### src/verilog/ccsb_pkg.sv
// constants of the controller state bits block
// assumes a single 200 MHz clock; no bus beyond the documented read port
package ccsb_pkg;
  localparam int unsigned CCSB_LOCK_BIT     = 15;
  localparam int unsigned CCSB_PHASE_HI     = 14;
  localparam int unsigned CCSB_PHASE_LO     = 12;
  localparam int unsigned CCSB_TS_BIT       = 11;
  localparam int unsigned CCSB_QUICK_BIT    = 10;
  localparam int unsigned CCSB_SYNC_BIT     = 9;
  localparam int unsigned CCSB_UDV_BIT      = 8;
  localparam int unsigned CCSB_STOP_BIT     = 7;
  localparam int unsigned CCSB_SKIP_BIT     = 6;
  localparam int unsigned CCSB_LOW_W        = 6;
  localparam int unsigned CCSB_ONLINE_BIT   = 2;
  localparam int unsigned CCSB_LOCKED_REGS  = 5;
  localparam int unsigned CCSB_TS_DIV       = 4;
  localparam logic [2:0]  CCSB_PHASE_RESET  = 3'h0;
  localparam logic [2:0]  CCSB_PHASE_0      = 3'h0;
  localparam logic [2:0]  CCSB_PHASE_2      = 3'h2;
  localparam logic [2:0]  CCSB_PHASE_3      = 3'h3;
  localparam logic [2:0]  CCSB_PHASE_5      = 3'h5;
  localparam logic [2:0]  CCSB_PHASE_6      = 3'h6;
  typedef enum logic [1:0] {
    CCSB_SEQ_IDLE = 2'b01,
    CCSB_SEQ_CHAN = 2'b10
  } ccsb_seq_t;
endpackage : ccsb_pkg

### src/verilog/ccsb_ts_if.sv
// time-state signals passed from the generator to the state bits
// assumes one clock domain
`timescale 1ns/1ps
interface ccsb_ts_if;
  logic tick;
  logic first_ts;
  modport gen (output tick, output first_ts);
  modport use_ts (input tick, input first_ts);
endinterface : ccsb_ts_if
### src/verilog/ccsb_state_bits.sv
// controller state bits: sequencer flags and their read-only view
// assumes sequencer events are synchronous and held until a time-state tick
`timescale 1ns/1ps
module ccsb_state_bits
  import ccsb_pkg::*;
#(
  parameter int unsigned STOP_W = 4,
  parameter int unsigned TS_DIV = CCSB_TS_DIV
) (
  input  wire logic                 clk_in,
  input  wire logic                 resetn_in,
  input  wire logic                 init_in,
  input  wire logic                 chan_start_in,
  input  wire logic                 chan_done_in,
  input  wire logic                 phase_load_in,
  input  wire logic [2:0]           phase_in,
  input  wire logic                 quick_busy_set_in,
  input  wire logic                 quick_busy_clr_in,
  input  wire logic                 sync_set_in,
  input  wire logic                 sync_clr_in,
  input  wire logic                 udv_set_in,
  input  wire logic                 udv_clr_in,
  input  wire logic [STOP_W-1:0]    stop_cond_in,
  input  wire logic                 first_byte_in,
  input  wire logic                 zero_pointer_in,
  input  wire logic                 no_addr_out_in,
  input  wire logic                 parity_good_in,
  input  wire logic                 status_pending_in,
  input  wire logic                 skip_clr_in,
  input  wire logic [CCSB_LOW_W-1:0] low_bits_in,
  input  wire logic                 host_wr_in,
  input  wire logic [2:0]           host_wr_reg_in,
  output logic                      host_wr_ok_out,
  output logic                      host_write_lock_out,
  output logic                      first_time_state_out,
  output logic                      ts_tick_out,
  output logic                      transfer_stop_any_out,
  output logic                      skip_fetch_out,
  output logic                      skip_command_out,
  output logic                      skip_chan_seq_out,
  output logic [15:0]               controller_state_bits_out
);
  initial begin
    if (STOP_W < 1 || STOP_W > 32) $error("ccsb_state_bits: bad STOP_W");
  end

  ccsb_ts_if ts ();

  ccsb_time_state #(
    .DIV (TS_DIV)
  ) u_ts (
    .clk_in    (clk_in),
    .resetn_in (resetn_in),
    .init_in   (init_in),
    .ts        (ts)
  );

  // ==========================================================
  // sequencer flags
  // ==========================================================
  ccsb_seq_t  seq_r,   seq_nxt;
  logic       lock_r,  lock_nxt;
  logic [2:0] phase_r, phase_nxt;
  logic       quick_r, quick_nxt;
  logic       sync_r,  sync_nxt;
  logic       udv_r,   udv_nxt;
  logic       skip_r,  skip_nxt;
  logic       tick_w;
  logic       first_w;

  function automatic logic set_clr(input logic cur, input logic s,
                                   input logic c);
    // set beats clear when both arrive together
    set_clr = s ? 1'b1 : (c ? 1'b0 : cur);
  endfunction : set_clr

  always_comb begin
    tick_w    = ts.tick;
    first_w   = ts.first_ts;
    seq_nxt   = seq_r;
    lock_nxt  = lock_r;
    phase_nxt = phase_r;
    quick_nxt = quick_r;
    sync_nxt  = sync_r;
    udv_nxt   = udv_r;
    skip_nxt  = skip_r;
    case (seq_r)
      CCSB_SEQ_IDLE: begin
        if (chan_start_in) begin
          seq_nxt  = CCSB_SEQ_CHAN;
          lock_nxt = 1'b1;
        end
      end
      CCSB_SEQ_CHAN: begin
        if (chan_done_in && !chan_start_in) begin
          seq_nxt  = CCSB_SEQ_IDLE;
          lock_nxt = 1'b0;
        end
      end
      default: begin
        seq_nxt  = CCSB_SEQ_IDLE;
        lock_nxt = 1'b0;
      end
    endcase
    if (tick_w) begin
      if (phase_load_in) begin
        phase_nxt = phase_in;
      end
      quick_nxt = set_clr(quick_r, quick_busy_set_in,
                          quick_busy_clr_in);
      sync_nxt  = set_clr(sync_r, sync_set_in, sync_clr_in);
      udv_nxt   = set_clr(udv_r, udv_set_in, udv_clr_in);
      if (first_byte_in || zero_pointer_in) begin
        skip_nxt = 1'b1;
      end else if (phase_r == CCSB_PHASE_0 && seq_r == CCSB_SEQ_IDLE
                   && no_addr_out_in) begin
        skip_nxt = 1'b1;
      end else if (phase_r == CCSB_PHASE_2) begin
        skip_nxt = parity_good_in;
      end else if (phase_r == CCSB_PHASE_0 && first_w
                   && seq_r == CCSB_SEQ_CHAN) begin
        skip_nxt = status_pending_in;
      end else if (first_w && quick_busy_set_in) begin
        skip_nxt = 1'b1;
        sync_nxt = 1'b0;
      end else if (skip_clr_in) begin
        skip_nxt = 1'b0;
      end
    end
    if (init_in) begin
      seq_nxt   = CCSB_SEQ_IDLE;
      lock_nxt  = 1'b0;
      phase_nxt = CCSB_PHASE_RESET;
      quick_nxt = 1'b0;
      sync_nxt  = 1'b0;
      udv_nxt   = 1'b0;
      skip_nxt  = 1'b0;
    end
  end

  always_ff @(posedge clk_in or negedge resetn_in) begin
    if (!resetn_in) begin
      seq_r   <= CCSB_SEQ_IDLE;
      lock_r  <= 1'b0;
      phase_r <= CCSB_PHASE_RESET;
      quick_r <= 1'b0;
      sync_r  <= 1'b0;
      udv_r   <= 1'b0;
      skip_r  <= 1'b0;
    end else begin
      seq_r   <= seq_nxt;
      lock_r  <= lock_nxt;
      phase_r <= phase_nxt;
      quick_r <= quick_nxt;
      sync_r  <= sync_nxt;
      udv_r   <= udv_nxt;
      skip_r  <= skip_nxt;
    end
  end

  // ==========================================================
  // read view and decodes
  // ==========================================================
  logic stop_w;

  always_comb begin
    stop_w = (|stop_cond_in) &&
             (phase_r == CCSB_PHASE_5 || phase_r == CCSB_PHASE_6);
    host_wr_ok_out = host_wr_in &&
                     !(lock_r && 32'(host_wr_reg_in) < CCSB_LOCKED_REGS);
    controller_state_bits_out = 16'h0000;
    controller_state_bits_out[CCSB_LOCK_BIT]              = lock_r;
    controller_state_bits_out[CCSB_PHASE_HI:CCSB_PHASE_LO] = phase_r;
    controller_state_bits_out[CCSB_TS_BIT]                = first_w;
    controller_state_bits_out[CCSB_QUICK_BIT]             = quick_r;
    controller_state_bits_out[CCSB_SYNC_BIT]              = sync_r;
    controller_state_bits_out[CCSB_UDV_BIT]               = udv_r;
    controller_state_bits_out[CCSB_STOP_BIT]              = stop_w;
    controller_state_bits_out[CCSB_SKIP_BIT]              = skip_r;
    controller_state_bits_out[CCSB_LOW_W-1:0]             = low_bits_in;
    if (init_in) begin
      controller_state_bits_out[CCSB_LOW_W-1:0] =
        low_bits_in & (6'h01 << CCSB_ONLINE_BIT);
    end
  end

  assign host_write_lock_out   = lock_r;
  assign first_time_state_out  = first_w;
  assign ts_tick_out           = tick_w;
  assign transfer_stop_any_out = stop_w;
  assign skip_fetch_out        = skip_r && phase_r == CCSB_PHASE_0;
  assign skip_command_out      = skip_r && phase_r == CCSB_PHASE_3;
  assign skip_chan_seq_out     = skip_r && !sync_r && !first_w;
endmodule : ccsb_state_bits

### src/verilog/ccsb_time_state.sv
// time-state generator: alternates first and second time state
// assumes clk_in at 200 MHz; tick is a one-cycle enable
`timescale 1ns/1ps
module ccsb_time_state
  import ccsb_pkg::*;
#(
  parameter int unsigned DIV = CCSB_TS_DIV
) (
  input  wire logic clk_in,
  input  wire logic resetn_in,
  input  wire logic init_in,
  ccsb_ts_if.gen    ts
);
  initial begin
    if (DIV < 2 || DIV > 65535) $error("ccsb_time_state: bad DIV");
  end

  logic [15:0] cnt_r;
  logic [15:0] cnt_nxt;
  logic        flag_r;
  logic        flag_nxt;
  logic        tick_w;

  always_comb begin
    tick_w   = (cnt_r == 16'(DIV - 1));
    cnt_nxt  = tick_w ? 16'h0000 : cnt_r + 16'h0001;
    flag_nxt = tick_w ? ~flag_r : flag_r;
    if (init_in) begin
      cnt_nxt  = 16'h0000;
      flag_nxt = 1'b1;
    end
  end

  always_ff @(posedge clk_in or negedge resetn_in) begin
    if (!resetn_in) begin
      cnt_r  <= 16'h0000;
      flag_r <= 1'b1;
    end else begin
      cnt_r  <= cnt_nxt;
      flag_r <= flag_nxt;
    end
  end

  assign ts.tick     = tick_w & ~init_in;
  assign ts.first_ts = flag_r;
endmodule : ccsb_time_state

### config.mk
export PLATFORM = sky130hd
export DESIGN_NAME = ccsb_state_bits
export DESIGN_NICKNAME = d
export VERILOG_FILES = /design/src/verilog/ccsb_pkg.sv /design/src/verilog/ccsb_ts_if.sv /design/src/verilog/ccsb_state_bits.sv /design/src/verilog/ccsb_time_state.sv
export SDC_FILE = /design/constraint.sdc
export NUM_CORES = 1
export LEC_CHECK = 0
export BUFFER_PORTS_ARGS = -buffer_cell sky130_fd_sc_hd__buf_2
export CAP_MARGIN = 20
export CELL_PAD_IN_SITES_DETAIL_PLACEMENT = 1
export CELL_PAD_IN_SITES_GLOBAL_PLACEMENT = 1
export CORE_MARGIN = 2
export CORE_UTILIZATION = 35
export CTS_CLUSTER_DIAMETER = 40
export DETAILED_ROUTE_END_ITERATION = 8
export MAX_ROUTING_LAYER = met4
export PLACE_DENSITY = 0.83
export RECOVER_POWER = 50
export SYNTH_ARGS = -nofsm -noshare
export SYNTH_HDL_FRONTEND = slang
export SYNTH_SLANG_ARGS = --single-unit
### constraint.sdc
create_clock -name clk_in -period 2.2 [get_ports clk_in]
set_input_delay 0.22 -clock clk_in [delete_from_list [all_inputs] [get_ports clk_in]]
set_output_delay 0.22 -clock clk_in [all_outputs]
set_load 0.02 [all_outputs]
== After elaboration in Yosys (flattened, before gate mapping) ==
Index checks and enable logic that the tools add are counted.

* Register bits after elaboration: 27
* Logic and storage cells: 96

* Add/subtract/negate cells: 1
* Order comparisons: 1
* Eq/ne operators: 9
* Multiplexer cells: 41
* Bitwise operators: 3
* Reductions and logical operators: 32

{| class="wikitable"
|+ Operators with widths
! operator !! number
|-
| $mux W16 || 2
|-
| $mux W1 || 30
|-
| $add A16 B1 Y16 const B || 1
|-
| $eq A16 B2 Y1 const B || 1
|-
| $logic_and A1 B1 Y1 || 13
|-
| $reduce_and A2 Y1 || 5
|-
| $mux W3 || 3
|-
| $reduce_bool A7 Y1 || 1
|-
| $eq A3 B2 Y1 const B || 2
|-
| $eq A3 B3 Y1 const B || 2
|-
| $mux W2 || 3
|-
| $mux W6 || 1
|-
| $ne A3 B3 Y1 const B || 2
|-
| $reduce_bool A2 Y1 || 3
|-
| $reduce_bool A3 Y1 || 2
|-
| $logic_not A1 Y1 || 4
|-
| $pmux W2 S2 || 1
|-
| $reduce_or A4 Y1 || 1
|-
| $logic_not A3 Y1 || 1
|-
| $lt A3 B3 Y1 const B || 1
|-
| $eq A2 B1 Y1 const B || 1
|-
| $eq A2 B2 Y1 const B || 1
|-
| $logic_or A1 B1 Y1 || 2
|-
| $not A1 Y1 || 2
|-
| other kinds (2) || 2
|}

== Depth between registers and ports, before layout ==
* Depth after elaboration: 9
* Depth in mapped cells: 7

== Cells and area by module ==
From an unflattened synthesis, not the netlist that was laid out.

* Cell total of the unflattened synthesis: 166
* Area, all modules: 1,532.7 um2

{| class="wikitable"
|+ By module, submodules not included
! module !! times used !! cells each !! area each (um2) !! seq. area each (um2)
|-
| ccsb_time_state || 1 || 87 || 863.3 || 426.7
|-
| ccsb_state_bits || 1 || 79 || 669.4 || 226.5
|}

== Worst setup path after synthesis ==
No wires, ideal clock.

* Path kind: reg2out
* From: register u_ts.cnt_r[0]
* To: output port ts_tick_out
* Arrival: 1,457 ps
* Required time: 1,980 ps
* Slack: 523 ps
* Cell stages (with the launch flop): 5
* Cells stage by stage: dfrtp_1 > ha_1 > nor4b_1 > nand4_1 > nor2_1

* Word-level cells in the longest chain between the ends: 2

{| class="wikitable"
|+ RTL lines
! element !! RTL line !! text
|-
| from (decl) || ccsb_time_state.sv:18 || <nowiki>logic [15:0] cnt_r;</nowiki>
|-
| from (signal assigned) || ccsb_time_state.sv:39 || <nowiki>cnt_r <= cnt_nxt;</nowiki>
|-
| $eq A16 B2 Y1 || ccsb_time_state.sv:25 || <nowiki>tick_w = (cnt_r == 16'(DIV - 1));</nowiki>
|-
| $and A1 B1 Y1 || ccsb_time_state.sv:44 || <nowiki>assign ts.tick = tick_w & ~init_in;</nowiki>
|-
| to (decl) || ccsb_state_bits.sv:36 || <nowiki>output logic ts_tick_out,</nowiki>
|}

Every way passes these cells.

== Worst setup path after layout ==
Same ends and word-level chain as after synthesis.

==> impl_metrics.csv <==
group,metric,value,unit
run_status,status,"completed",
detailed_routing,totalWireLength,3920,um
timing,timing.final.max_slew_violations,0,
pwr,p_sw,0.274,mW
global_routing,globalRouteOverflowTotal,0,
cts,cts_tree,"yes",
cts,clkSinkCount,26,
floorplanning,core_area,4090,um^2
global_routing,grt_pass1_wl,6840,um
detailed_routing,drt_iter0_drc,44,
timing,hold_viol_final,0,
run,maxCapViolations,0,
cells_and_area,final_util,0.458,
detailed_routing,wl_per_cell,14.6,um
floorplanning,boundaryPins,59,
worst_setup_path,worstPathRequired,1.98,ns
cells_and_area,flow.area_growth_from_synthesis,23.4,%
detailed_routing,vias,1373,
floorplanning,die_width,69.9,um
pwr,peakVddDrop,341,uV
cts,root_buffer,"clkbuf_8",
floorplanning,die_h,69.9,um
cells_and_area,drive_above_1_share,0.283,
timing,finalSetupViolCount,0,
timing,fin_crit_sh,0.855,
detailed_routing,drc,0,
floorplanning,dieArea,4880,um^2
timing,max-slew-margin-rel,0.0356,
pwr,p_per_area,576,nW/um^2
global_routing,grt_start_max_net_pins,27,
pwr,p_leak,0.840,nW
pwr,combPwrFrac,0.149,
global_routing,grt_pass1_vias,1456,
timing,timing.fmax,532,MHz
placement,io_buffers,56,
worst_setup_path,path_class,"reg -> out",
floorplanning,fp-row-count,23,
worst_setup_path,crit_path_end_kind,"output pin",
hold_path,whs_path_depth,3,
pwr,p_seq_frac,0.475,
cells_and_area,diodes,0,
timing,rsz0062_at_grt,"no",
global_routing,track_usage,0.178,
worst_setup_path,cp-start-kind,"flip-flop",
global_routing,antenna_found_initial,0,
cts,insertion_delay,0.28,ns
worst_setup_path,rr_worst_depth,7,
logic_synthesis,yosysUniqueCellTypes,37,
placement,gp_congestion,0.763,
cells_and_area,nets,256,
logic_synthesis,ys_seq_elements,26,
hold_path,min_path_type,"in -> reg",
timing,finalCriticalPeriod,1.88,ns
floorplanning,start_util,0.371,
worst_setup_path,critPathArrivalTime,1.66,ns
timing,tightest_slew,1.45,ns
cts,clk_pin_slew_worst_paths,0.10,ns
pwr,pwr-share-clk,0.376,
placement,dp_slack,0.237,ns
timing,fin_tns_setup,0,ns
logic_synthesis,synth_warnings,0,
cts,htreeDepth,1,
pwr,swShare,0.254,
detailed_routing,ant_nets,0,
logic_synthesis,netlist_instances,169,
cts,cts-buffers-inserted,3,
detailed_routing,vias_per_cell,5.10,
timing,fin_worst_skew,0.00691,ns
logic_synthesis,synth_fp_nets,205,
cts,cts_buffer_depth,2,
worst_setup_path,path_max_fanout,4,
placement,dp_hpwl,2950,um
logic_synthesis,ys_seq_area_frac,0.430,
logic_synthesis,avgSynthCellArea,8.98,um^2
detailed_routing,dr.pass1.iters,5,
logic_synthesis,synth_area,1520,um^2
pwr,p_int,0.805,mW
timing,setup_slack,0.319,ns
timing,whs,0.188,ns
-- layout by cell type, fill, tap and decap left out, types with 2 or more instances in the layout --
cell type  instances
o21ai_0            9
nor3_1             7
nor2_1            22
xor2_1             3
a21oi_1            8
nand3_1            9
nor2b_1            7
dfstp_2            2
and4_1             2
and2_1             2
inv_1              8
or2_2              2
clkbuf_1          12
nand4_1            3
dfrtp_1           24
nor4_1             5
a211o_1            2
buf_2             44
buf_4              3
nand2_1            8
nand2b_1           2
clkbuf_8           3
xnor2_1           12
o31ai_1            2
-- final timing paths --
check	from	end	slack, ns
min	phase_in[0]	phase_r[0]	0.19
max	u_ts.cnt_r[0]	ts_tick_out	0.32
min in group asynchronous	resetn_in	u_ts.cnt_r[14]	0.80
min reg2reg	u_ts.cnt_r[0]	u_ts.cnt_r[0]	0.46
max in group asynchronous	resetn_in	seq_r[1]	0.55
max reg2reg	u_ts.cnt_r[0]	udv_r	0.32
-- through the flow --
stage	cell area (um^2)	instances	power, mW
after floorplan	1520	169	0.622
after global placement	1780	262	0.678
after detailed placement	1780	262	0.684
after CTS	1870	267	1.10
after global routing	1870	269	1.14
final	1870	269	1.08
-- worst max-delay path: stages, from the launching register on --
cell	delay (ns)
dfrtp_1	0.38
ha_1	0.23
nor4b_2	0.31
nand4_1	0.18
nor2_1	0.11
buf_2	0.17
-- sequential cells by signal, indices dropped and copies added (netlist names) --
name and cells:
skip_r 1, sync_r 1, udv_r 1, u_ts.cnt_r 16, u_ts.ts.first_ts 1, phase_r 3, seq_r 2, quick_r 1
-- power by group through the flow --
stage / sequential, mW / clock, mW / combinational, mW
after floorplan: 0.522 / 0 / 0.101
after global placement: 0.521 / 0 / 0.157
after detailed placement: 0.522 / 0 / 0.162
after CTS: 0.513 / 0.419 / 0.164
after global routing: 0.516 / 0.437 / 0.183
final: 0.512 / 0.406 / 0.160
-- layer usage --
| metal | track usage | part of all wire | vias to the layer above |
|---|---|---|---|
| met1 | 0.205 | 0.42 | 647 |
| met2 | 0.312 | 0.50 | 46 |
| met5 | - | 0 | - |
| met4 | 0.0449 | 0.0087 | 0 |
| met3 | 0.0447 | 0.067 | 4 |
| li1 | - | - | 676 |
-- Yosys cell counts, drive strengths merged --
library cell,count,share of area
dfrtp,24,0.40
nor2,22,0.054
xnor2,12,0.069
buf,11,0.051
a21oi,9,0.032
nand3,9,0.030
o21ai,9,0.030
inv,8,0.020
nand2,8,0.020
nor2b,7,0.029
nor3,7,0.023
nor4,6,0.025
nand4,4,0.026
clkbuf,3,0.0074
or2,3,0.014
xor2,3,0.017
a211o,2,0.012
and2,2,0.0082
and4,2,0.012
dfstp,2,0.035
nand2b,2,0.0082
nor4b,2,0.012
o31ai,2,0.0099
a21boi,1,0.0049
a311oi,1,0.0058
a31o,1,0.0058
a32oi,1,0.0058
and3b,1,0.0058
ha,1,0.0082
nand3b,1,0.0049
nor3b,1,0.0049
o2111a,1,0.0074
or4,1,0.0074
-- cells by family after synthesis --
family | share of synthesized area
simple gates | 0.284
compound gates | 0.113
fa+ha+maj | 0.00824
flops | 0.430
xor+xnor | 0.0866
buf+inv | 0.0783
-- what timing repair did --
item	4_1_cts	5_1_grt
setup endpoints to repair	1	1
hold endpoints to repair	24	0
pin swaps	0	1
hold buffers	1	0
resized for setup	1	1
buffers inserted	0	2
-- cell type report --
class	instances	area, um^2
fillers	524	2210
multi-input cells	121	758
flip-flops and latches	26	653
repair buffers	60	298
well taps	50	62.6
clock buffers	3	41.3
clock inverters	1	30.0
inverters	8	30.0
Power figures use the tool's default switching activity.
